`src/include/rsfc_pkg.sv`:
```
// Constants, state and cause codes for the reset state and flag controller
// How it works
// - Halted watchdog wake clears counter, stack, sets flag
// - Two reset-cause flags live in status register
// - Power-on reset clears both flags
// - Running pin or low-voltage reset keeps flags
// - Running watchdog reset sets timeout, keeps power-down
// - Halted watchdog reset sets both flags
// - Power-on zeroes counter, stack at top
// - Power-on disables every interrupt source
// - Any reset clears watchdog, counting restarts
// - Power-on switches timer counters off
// - Power-on clears timer prescaler
// - Power-on makes all port pins inputs
// - Full resets load documented register defaults
// - Halted watchdog keeps peripherals, clears counter low
// - Halt sets power-down; clear-watchdog, power-up clear it
package rsfc_pkg;
  // Run state of the core
  typedef enum logic [2:0] {
    RSFC_ST_POR = 3'h1,
    RSFC_ST_RUN = 3'h2,
    RSFC_ST_HALT = 3'h4
  } rsfc_state_t;
  // Last reset cause, one-hot
  localparam logic [4:0] RSFC_CAUSE_POR = 5'h01;
  localparam logic [4:0] RSFC_CAUSE_PIN_RUN = 5'h02;
  localparam logic [4:0] RSFC_CAUSE_PIN_HALT = 5'h04;
  localparam logic [4:0] RSFC_CAUSE_WDT_RUN = 5'h08;
  localparam logic [4:0] RSFC_CAUSE_WDT_HALT = 5'h10;
  // Register defaults
  localparam logic [7:0] RSFC_PC_LOW_RST = 8'h00;
  localparam logic [7:0] RSFC_WD_SET_RST = 8'h07;
  localparam logic [7:0] RSFC_TMRC_RST = 8'h08;
  localparam logic [7:0] RSFC_CMP_CTRL_RST = 8'hb0;
  localparam logic [7:0] RSFC_PORT_RST = 8'hff;
  localparam logic [7:0] RSFC_INT_RST = 8'h00;
  localparam logic [7:0] RSFC_PRESC_RST = 8'h00;
  localparam logic [2:0] RSFC_SP_TOP = 3'h0;
  localparam logic [7:0] RSFC_WDT_RST = 8'h00;
  localparam logic [7:0] RSFC_WDT_ONE = 8'h01;
  // Bus layout
  localparam int RSFC_AW = 8;
  localparam logic [7:0] RSFC_A_CTRL = 8'h00;
  localparam logic [7:0] RSFC_A_STAT = 8'h04;
  localparam logic [7:0] RSFC_A_WD_SET = 8'h08;
  localparam logic [7:0] RSFC_A_TIM0_CTRL = 8'h0c;
  localparam logic [7:0] RSFC_A_TIM1_CTRL = 8'h10;
  localparam logic [7:0] RSFC_A_CMP_CTRL = 8'h14;
  localparam logic [7:0] RSFC_A_PORT = 8'h18;
  localparam logic [7:0] RSFC_A_DIR = 8'h1c;
  localparam logic [7:0] RSFC_A_INT = 8'h20;
  localparam logic [7:0] RSFC_A_WDT = 8'h24;
  // Fields of the status word
  localparam int RSFC_B_TIMEOUT = 0;
  localparam int RSFC_B_PWR_DOWN = 1;
  localparam int RSFC_B_HALTED = 2;
  // Fields of the control word
  localparam int RSFC_B_HALT_CMD = 0;
  localparam int RSFC_B_CLRWDT_CMD = 1;
endpackage

```
`src/rtl/rsfc_top.sv`:
```
// Reset state and flag controller with APB register access
`timescale 1ns/100ps
`default_nettype none
module rsfc_top (
  // Clock and reset
  input wire logic i_core_clk,
  input wire logic i_sys_rst,
  // Reset sources
  input wire logic i_external_reset_pin_n,
  input wire logic i_low_voltage_reset,
  input wire logic i_watchdog_timer_overflow,
  // APB slave
  input wire logic i_psel,
  input wire logic i_penable,
  input wire logic i_pwrite,
  input wire logic [rsfc_pkg::RSFC_AW-1:0] i_paddr,
  input wire logic [31:0] i_pwdata,
  output logic [31:0] o_prdata,
  output logic o_pready,
  output logic o_pslverr,
  // Core state outputs
  output logic [7:0] o_program_counter_low_byte,
  output logic [2:0] o_stack_pointer,
  output logic o_watchdog_timeout_flag,
  output logic o_power_down_flag,
  output logic o_halted,
  output logic [4:0] o_reset_cause,
  output logic o_timers_on,
  output logic [7:0] o_prescaler
);
  import rsfc_pkg::*;

  // Run state
  rsfc_state_t state_r;
  // Reset-cause flags and counters
  logic tmo_flag_r;
  logic pd_flag_r;
  logic [7:0] pc_low_r;
  logic [2:0] sp_r;
  logic [7:0] wdt_r;
  logic [7:0] presc_r;
  logic [7:0] int_en_r;
  logic timers_on_r;
  logic [4:0] cause_r;
  // Event decode
  logic pin_evt;
  logic wdt_evt;
  logic full_load;
  // APB decode
  logic acc;
  logic wr;
  logic rd_pend_r;
  logic mem_hit;
  // Decoded store select, bit 3 marks a hit
  logic [3:0] shadow_sel;
  // Pin or supply reset seen in the previous cycle
  logic pin_evt_d_r;
  logic [2:0] mem_idx;
  logic [7:0] mem_rd;
  logic [63:0] defaults;

  // Map an address to a shadow index
  function automatic logic [3:0] shadow_idx(input logic [7:0] a);
    case (a)
      RSFC_A_WD_SET: shadow_idx = 4'h8;
      RSFC_A_TIM0_CTRL: shadow_idx = 4'h9;
      RSFC_A_TIM1_CTRL: shadow_idx = 4'ha;
      RSFC_A_CMP_CTRL: shadow_idx = 4'hb;
      RSFC_A_PORT: shadow_idx = 4'hc;
      RSFC_A_DIR: shadow_idx = 4'hd;
      default: shadow_idx = 4'h0;
    endcase
  endfunction

  // Reset events, pin and supply monitor act alike
  assign pin_evt = !i_external_reset_pin_n || i_low_voltage_reset;
  assign wdt_evt = i_watchdog_timer_overflow && !pin_evt;
  // Every kind except halted watchdog loads defaults
  assign full_load = i_sys_rst || pin_evt || (wdt_evt && state_r != RSFC_ST_HALT);
  // Bus strobes
  assign acc = i_psel && i_penable;
  assign wr = acc && i_pwrite;
  assign shadow_sel = shadow_idx(i_paddr[7:0]);
  assign mem_hit = shadow_sel[3];
  assign mem_idx = shadow_sel[2:0];
  // Store defaults: watchdog setting, timer controls, comparator, port, direction
  assign defaults = {16'h0000, RSFC_PORT_RST, RSFC_PORT_RST, RSFC_CMP_CTRL_RST,
                     RSFC_TMRC_RST, RSFC_TMRC_RST, RSFC_WD_SET_RST};

  // Peripheral register store
  rsfc_shadow rsfc_shadow_i (
    .i_core_clk(i_core_clk),
    .i_we(wr && mem_hit && !full_load),
    .i_waddr(mem_idx),
    .i_wdata(i_pwdata[7:0]),
    .i_load(full_load),
    .i_defaults(defaults),
    .i_raddr(mem_idx),
    .o_rdata(mem_rd)
  );

  // Run state machine
  always_ff @(posedge i_core_clk) begin
    if (i_sys_rst) begin
      state_r <= RSFC_ST_POR;
    end else if (pin_evt || wdt_evt) begin
      // Any reset wakes the core
      state_r <= RSFC_ST_RUN;
    end else begin
      case (state_r)
        RSFC_ST_POR: state_r <= RSFC_ST_RUN;
        RSFC_ST_RUN: begin
          // Halt command enters power-down
          if (wr && i_paddr == RSFC_A_CTRL && i_pwdata[RSFC_B_HALT_CMD]) begin
            state_r <= RSFC_ST_HALT;
          end
        end
        RSFC_ST_HALT: state_r <= RSFC_ST_HALT;
        default: state_r <= RSFC_ST_POR;
      endcase
    end
  end

  // Watchdog timeout and power-down flags
  always_ff @(posedge i_core_clk) begin
    if (i_sys_rst) begin
      tmo_flag_r <= 1'b0;
      pd_flag_r <= 1'b0;
    end else if (pin_evt) begin
      if (state_r == RSFC_ST_HALT) begin
        tmo_flag_r <= 1'b0;
        pd_flag_r <= 1'b1;
      end
      // Running pin or low-voltage reset keeps both
    end else if (wdt_evt) begin
      tmo_flag_r <= 1'b1;
      if (state_r == RSFC_ST_HALT) begin
        pd_flag_r <= 1'b1;
      end
    end else if (wr && i_paddr == RSFC_A_CTRL && state_r == RSFC_ST_RUN) begin
      if (i_pwdata[RSFC_B_HALT_CMD]) begin
        pd_flag_r <= 1'b1;
        tmo_flag_r <= 1'b0;
      end else if (i_pwdata[RSFC_B_CLRWDT_CMD]) begin
        pd_flag_r <= 1'b0;
        tmo_flag_r <= 1'b0;
      end
    end
  end

  // Program counter and stack pointer
  always_ff @(posedge i_core_clk) begin
    if (i_sys_rst || pin_evt || wdt_evt) begin
      pc_low_r <= RSFC_PC_LOW_RST;
      sp_r <= RSFC_SP_TOP;
    end else if (state_r == RSFC_ST_RUN) begin
      // Stand-in for fetch: counter advances while running
      pc_low_r <= pc_low_r + 8'h01;
    end
  end

  // Watchdog counter
  always_ff @(posedge i_core_clk) begin
    if (i_sys_rst || pin_evt || wdt_evt) begin
      wdt_r <= RSFC_WDT_RST;
    end else if (wr && i_paddr == RSFC_A_CTRL && i_pwdata[RSFC_B_CLRWDT_CMD]) begin
      wdt_r <= RSFC_WDT_RST;
    end else begin
      wdt_r <= wdt_r + RSFC_WDT_ONE;
    end
  end

  // Interrupt enables, timers and prescaler
  always_ff @(posedge i_core_clk) begin
    if (full_load) begin
      int_en_r <= RSFC_INT_RST;
      timers_on_r <= 1'b0;
      presc_r <= RSFC_PRESC_RST;
    end else begin
      if (wr && i_paddr == RSFC_A_INT) begin
        int_en_r <= i_pwdata[7:0];
        timers_on_r <= i_pwdata[8];
      end
      if (timers_on_r && state_r == RSFC_ST_RUN) begin
        presc_r <= presc_r + 8'h01;
      end
    end
  end

  // Delayed pin event, so a held pin is classified only once
  always_ff @(posedge i_core_clk) begin
    if (i_sys_rst) begin
      pin_evt_d_r <= 1'b0;
    end else begin
      pin_evt_d_r <= pin_evt;
    end
  end

  // Last reset cause, taken on the first cycle of a pin reset
  always_ff @(posedge i_core_clk) begin
    if (i_sys_rst) begin
      cause_r <= RSFC_CAUSE_POR;
    end else if (pin_evt && !pin_evt_d_r) begin
      // Later cycles of a held pin would see the core running again
      cause_r <= (state_r == RSFC_ST_HALT) ? RSFC_CAUSE_PIN_HALT : RSFC_CAUSE_PIN_RUN;
    end else if (wdt_evt) begin
      cause_r <= (state_r == RSFC_ST_HALT) ? RSFC_CAUSE_WDT_HALT : RSFC_CAUSE_WDT_RUN;
    end
  end

  // APB: two-cycle access for reads of the store, one otherwise
  always_ff @(posedge i_core_clk) begin
    if (i_sys_rst) begin
      rd_pend_r <= 1'b0;
      o_pready <= 1'b0;
      o_pslverr <= 1'b0;
      o_prdata <= 32'h0000_0000;
    end else begin
      o_pready <= 1'b0;
      o_pslverr <= 1'b0;
      rd_pend_r <= 1'b0;
      if (acc && !o_pready && !rd_pend_r) begin
        // First cycle of access
        if (!i_pwrite && mem_hit) begin
          rd_pend_r <= 1'b1;
        end else begin
          o_pready <= 1'b1;
          o_pslverr <= !(mem_hit || i_paddr == RSFC_A_CTRL || i_paddr == RSFC_A_STAT ||
                         i_paddr == RSFC_A_INT || i_paddr == RSFC_A_WDT);
          case (i_paddr)
            RSFC_A_STAT: o_prdata <= {27'h0, cause_r} << 8 |
                                     {29'h0, state_r == RSFC_ST_HALT, pd_flag_r, tmo_flag_r};
            RSFC_A_INT: o_prdata <= {23'h0, timers_on_r, int_en_r};
            RSFC_A_WDT: o_prdata <= {24'h0, wdt_r};
            default: o_prdata <= 32'h0000_0000;
          endcase
        end
      end else if (rd_pend_r) begin
        // Store data ready
        o_pready <= 1'b1;
        o_prdata <= {24'h0, mem_rd};
      end
    end
  end

  // Output registers
  always_ff @(posedge i_core_clk) begin
    o_program_counter_low_byte <= pc_low_r;
    o_stack_pointer <= sp_r;
    o_watchdog_timeout_flag <= tmo_flag_r;
    o_power_down_flag <= pd_flag_r;
    o_halted <= state_r == RSFC_ST_HALT;
    o_reset_cause <= cause_r;
    o_timers_on <= timers_on_r;
    o_prescaler <= presc_r;
  end
endmodule
`default_nettype wire

```
`src/rtl/rsfc_shadow.sv`:
```
// Small register store for the reset-affected peripheral registers
`timescale 1ns/100ps
`default_nettype none
module rsfc_shadow (
  // Clock
  input wire logic i_core_clk,
  // Write port
  input wire logic i_we,
  input wire logic [2:0] i_waddr,
  input wire logic [7:0] i_wdata,
  // Bulk default load
  input wire logic i_load,
  input wire logic [63:0] i_defaults,
  // Read port
  input wire logic [2:0] i_raddr,
  output logic [7:0] o_rdata
);
  // Eight byte words
  logic [7:0] mem_r [8];

  // Load defaults or accept a write
  always_ff @(posedge i_core_clk) begin
    if (i_load) begin
      for (int k = 0; k < 8; k++) begin
        mem_r[k] <= i_defaults[k*8 +: 8];
      end
    end else if (i_we) begin
      mem_r[i_waddr] <= i_wdata;
    end
  end

  // Registered read
  always_ff @(posedge i_core_clk) begin
    o_rdata <= mem_r[i_raddr];
  end
endmodule
`default_nettype wire

```
`config.mk`:
```
export PLATFORM = sky130hd
export DESIGN_NAME = rsfc_top
export DESIGN_NICKNAME = d
export VERILOG_FILES = /design/src/include/rsfc_pkg.sv /design/src/rtl/rsfc_top.sv /design/src/rtl/rsfc_shadow.sv
export SDC_FILE = /design/constraint.sdc
export NUM_CORES = 1
export LEC_CHECK = 0
export BUFFER_PORTS_ARGS = -buffer_cell sky130_fd_sc_hd__buf_2
export CAP_MARGIN = 30
export CELL_PAD_IN_SITES_DETAIL_PLACEMENT = 0
export CELL_PAD_IN_SITES_GLOBAL_PLACEMENT = 1
export CORE_MARGIN = 5
export CORE_UTILIZATION = 48
export CTS_BUF_LIST = sky130_fd_sc_hd__clkbuf_8
export CTS_CLUSTER_DIAMETER = 150
export DETAILED_ROUTE_END_ITERATION = 7
export PLACE_DENSITY_LB_ADDON = 0.1
export SETUP_SLACK_MARGIN = 0.15
export SYNTH_ARGS = -nofsm -noshare
export SYNTH_HDL_FRONTEND = slang
export SYNTH_HIERARCHICAL = 1
export SYNTH_SLANG_ARGS = --single-unit
export TNS_END_PERCENT = 50
```
`constraint.sdc`:
```
create_clock -name i_core_clk -period 4.23 [get_ports i_core_clk]
set_clock_uncertainty 0.2 [all_clocks]
set_input_delay 0.6345 -clock i_core_clk [delete_from_list [all_inputs] [get_ports i_core_clk]]
set_output_delay 0.6345 -clock i_core_clk [all_outputs]
set_load 0.01 [all_outputs]
```
* Word level (Yosys, flattened, before mapping)
Memories as Yosys holds them, arrays and structs flattened. A register that Yosys moved wholly into a read port is not among the register bits. Index checks and enable logic that the tools add are counted.
Storage, ports and cells: input port bits 48, bits in registers 104, output and inout port bits 62, word-level logic and storage cells 126, memory bits (writable) 64, memories kept 1
Memory list:
- rsfc_shadow_i.mem_r | depth 8, bits a word 8, rd ports 1, clocked after memory_dff 1, wr ports 8, RTL line rsfc_shadow.sv:19 | logic [7:0] mem_r [8];
Operators by class: add/subtract/negate cells 3, bitwise operators 2, reductions and logical operators 46, mux-type cells 35, equal/unequal tests 17
Operator list (count):
- 32-bit two-way mux | 3
- 13-bit one-hot mux with 3 select lines | 1
- 8-bit by 5-bit == test with 1-bit output (second input constant) | 4
- 8-bit by 1-bit adder with 8-bit output (second input constant) | 3
- 4-bit one-hot mux with 6 select lines | 1
- 1-bit two-way mux | 21
- 8-bit by 4-bit == test with 1-bit output (second input constant) | 2
- 8-bit by 6-bit == test with 1-bit output (second input constant) | 2
- 1-bit logical AND | 16
- 5-bit two-way mux | 3
- 13-bit by 3-bit bitwise OR with 13-bit output | 1
- 1-bit logical OR | 9
- 3-bit two-way mux | 3
- 3-bit one-hot mux with 3 select lines | 1
- 8-bit by 3-bit == test with 1-bit output (second input constant) | 1
- 1-bit logical NOT | 8
- 8-bit logical NOT | 1
- 8-bit two-way mux | 1
- 8-bit OR reduction | 1
- 3-bit inequality test (second input constant) | 2
- 2-bit OR reduction | 3
- 2-bit inequality test (second input constant) | 2
- 2-bit AND reduction | 2
- 2-bit nonzero test | 2
- other kinds (10) | 10

* Logic depth before layout (Yosys ltp)
depth in word-level cells 13, gate-level depth with buffers 10, depth with buffers taken out 7

* Modules after synthesis
The synthesis kept the hierarchy.
Modules (own cells, without submodules):
- rsfc_shadow | cells each 189, sequential area each 2082.0 um2, area each 3543.4 um2, instances 1
- rsfc_top | cells each 348, sequential area each 1701.6 um2, area each 3414.5 um2, instances 1

* Worst setup path after synthesis
Ideal clock, no wire load.
path kind in2reg, start input i_paddr[7] (netlist name), end memory rsfc_shadow_i.mem_r[6][0] (enable), data required time 3720 ps, library setup time 310 ps, path buffers 2, arrival 2792 ps, setup slack 929 ps, stages on the path 9, path through or4_4 -> buf_6 -> nor2_1 -> nand2_1 -> nor3_1 -> nor3b_2 -> and3_1 -> buf_2 -> or2_2
RTL lines:
- from (decl) | RTL line rsfc_top.sv:16 | input wire logic [rsfc_pkg::RSFC_AW-1:0] i_paddr,
- to (decl) | RTL line rsfc_shadow.sv:19

==> summary.md <==
| Metric | Value |
|---|---|
| Status | completed |
| VDD IR max | 194 µV |
| Final hold violations | 0 |
| Overall Global Routing Usage | about 18% |
| Largest register by flop count | rsfc_shadow_i/mem_r |
| Mapped cell area | around 0.0070 mm² |
| CP startpoint | i_paddr[7] |
| Final-stage net count | 722 |
| Antenna-violating nets left | 0 |
| ANT cells | 0 |
| Crit path max fanout | 8 |
| DIE AREA | 0.0170 mm² |
| Seq cells post-synth | 157 |
| Final hold slack | 0.163 ns |
| Post-layout util | 55.8% |
| Vias | around 4.4k |
| DR WL/cell | ~17 µm |
| Num Clock Sinks | 157 |
| Quantity of hold-fixing buffers added after cts | 0 |
| P per Cell Area | 362 mW/mm² |
| Top Registers | rsfc_shadow_i/mem_r x64, o_prdata x13 |
| CTS tree | done |
| Detailed Route Iter0 Violations | 268 |
| Row count | 44 |
| Dpl cell area | 0.00763 mm² |
| Largest register FFs | 64 |
| Top FF cell, synth | dfxtp_1 |
| Htree depth | 4 |
| Detail-routed via count per cell | 5.11 |
| Synth async-reset ratio | 0% |
| Sequential area share after synthesis | a little over half |
| EDFF count, synth | 64 |
| Pins Over Slew Limit | 0 |
| Yosys warnings | 6 |
| Endpoints failing setup | 0 |
| Fmax | roughly 300 MHz |
| Setup Crit Path Kind | input pin to register |
| Clk slew on worst S/H paths | around 0.090 ns |
| Post-Route Setup TNS | 0 ns |
| Cts bufs inserted | 17 |
| Starting Density | approximately 48% |
| Core footprint | 0.0144 mm² |
| Antenna violations before repair | 0 |
| Die height | 130 µm |
| Worst EP arrival | 3.23 ns |
| # DRC | 0 |
| RR Startpoint | state_r[2] |
| # Post-CTS Setup Buffers | 0 |
| Commonest non-fill, non-tap cell in the layout | dfxtp_1 |
| DR pass1 iterations | 5 |
| Leak | 0.00328 µW |
| Largest net degree at the start of global routing | 28 |
| Final min period | between 3 and 4 ns |
| Area growth syn-to-layout | 15.1% |
| Clk_lat worst skew | between 0.4 and 0.5 ns |
| Placed cells | 836 |
| Vias in the first global route | between 4k and 5k |
| Finished Cell Area | 0.00801 mm² |
| Top Ports | 110 |
| Worst Tran Pin Value | 0.866 ns |
| Die span in x | 130 µm |
| Critical Path RT | 4.12 ns |
| Final wirelength | between 15,000 and 20,000 µm |
| Placer Congestion | 0.775 |
| Syn avg cell area | around 13 µm² |
| Yosys cell types | 63 |
| Min-Delay Path Class | register to register |
| Share of layout cells above drive strength 1 | 30.8% |
| Grt total ovfl | 0 |
| Placed wire-length estimate | 10,600 µm |
| Cells after Synth | 537 |
| MaxCap Viol Count | 0 |
| Max-slew headroom | 41.5% |
| Clock buffer depth | 2 |
| Final Non-Filler Cells | a little under 900 |
| I/O Buffers | 64 |
| Origin of the worst min-delay path | presc_r[7] |
| Most frequent cells in the layout | dfxtp_1 (93), conb_1 (86), mux2_2 (79), buf_2 (64), edfxtp_1 (64) |
| Startpoint Class | input pin |
| Root Buffer | clkbuf_8 |
| Final period util | 79.0% |
| Worst setup EP type | register |
| Unrepaired setup endpoints after global routing | no |
| First-pass GRT wire length | 22,900 µm |
| Post-cts resize count | 0 |
[metal layers]
layer | up-vias | global-route usage [%] | routed length [µm]
met5 | - | 0 | 0
met3 | 14 | 4.55 | 779
met2 | 99 | 31.4 | 7720
met1 | 2160 | 22.1 | 6350
met4 | 0 | 5.57 | 189
li1 | 2166 | - | -
[power by group]
part / internal, µW / total [µW] / switching, µW / leakage [µW]
sequential: 1630 / 1650 / 20.3 / 0.00143
combinational: 76.5 / 179 / 103 / 0.00165
clock: 491 / 1070 / 581 / 0.000195
total: 2200 / 2900 / 704 / 0.00328
[Yosys cell counts (8+ instances only)]
master    count  area share [%]
clkbuf_1     16            0.86
mux2_2       79              13
nor2_1       53             2.9
xor2_1       11             1.4
nand2_1      20             1.1
nand4_1       8            0.72
nand3_1       8            0.58
and3_1        9            0.81
edfxtp_1     64              28
mux4_1       15             5.7
a22oi_1      11             1.2
dfxtp_1      93              27
buf_4        22             2.4
mux2i_1      11             1.6
xnor2_1       9             1.1
[worst paths after layout]
check	to	slack, ns	cells after the start
max reg2reg	rsfc_shadow_i/mem_r[0][0]	1.05	7
min reg2reg	o_prescaler[7]	0.16	0
min	o_prescaler[7]	0.16	0
max	rsfc_shadow_i/mem_r[0][0]	0.89	9
[layout make-up]
class / instances / area [µm²]
Clock buffer: 18 / 248
Tap cell: 184 / 230
Clock inverter: 14 / 133
Sequential cell: 157 / 3780
Timing Repair Buffer: 77 / 418
Multi-Input combinational cell: 412 / 3180
Inverter: 6 / 22.5
Fill cell: 1277 / 6360
[kinds of logic after synthesis]
family | Yosys count | synth area share, %
other cells | 2 | 0.108
xor+xnor | 20 | 2.52
simple gates | 151 | 12.4
fa+ha+maj | 3 | 0.540
mux | 106 | 20.4
compound gates | 46 | 5.25
flops | 157 | 54.4
buf+inv | 52 | 4.50
[per-stage QoR]
| step | setup slack [ns] | total power, µW |
|---|---|---|
| 2_1_floorplan | 0.929 | 1810 |
| 4_1_cts | 0.926 | 2930 |
| 6_report | 0.888 | 2900 |
| 3_5_place_dp | 0.454 | 1870 |
| 5_1_grt | 0.748 | 3020 |
| 3_3_place_gp | 0.450 | 1860 |
[critical path, cell delays in order]
cell and delay, ns:
buf_2 0.10, or4_4 0.59, nor2_1 0.26, nand2_1 0.11, nor3_1 0.31, buf_4 0.19
nor3b_2 0.34, nand2_1 0.27, nand2b_1 0.42
Power figures use the tool's default switching activity.
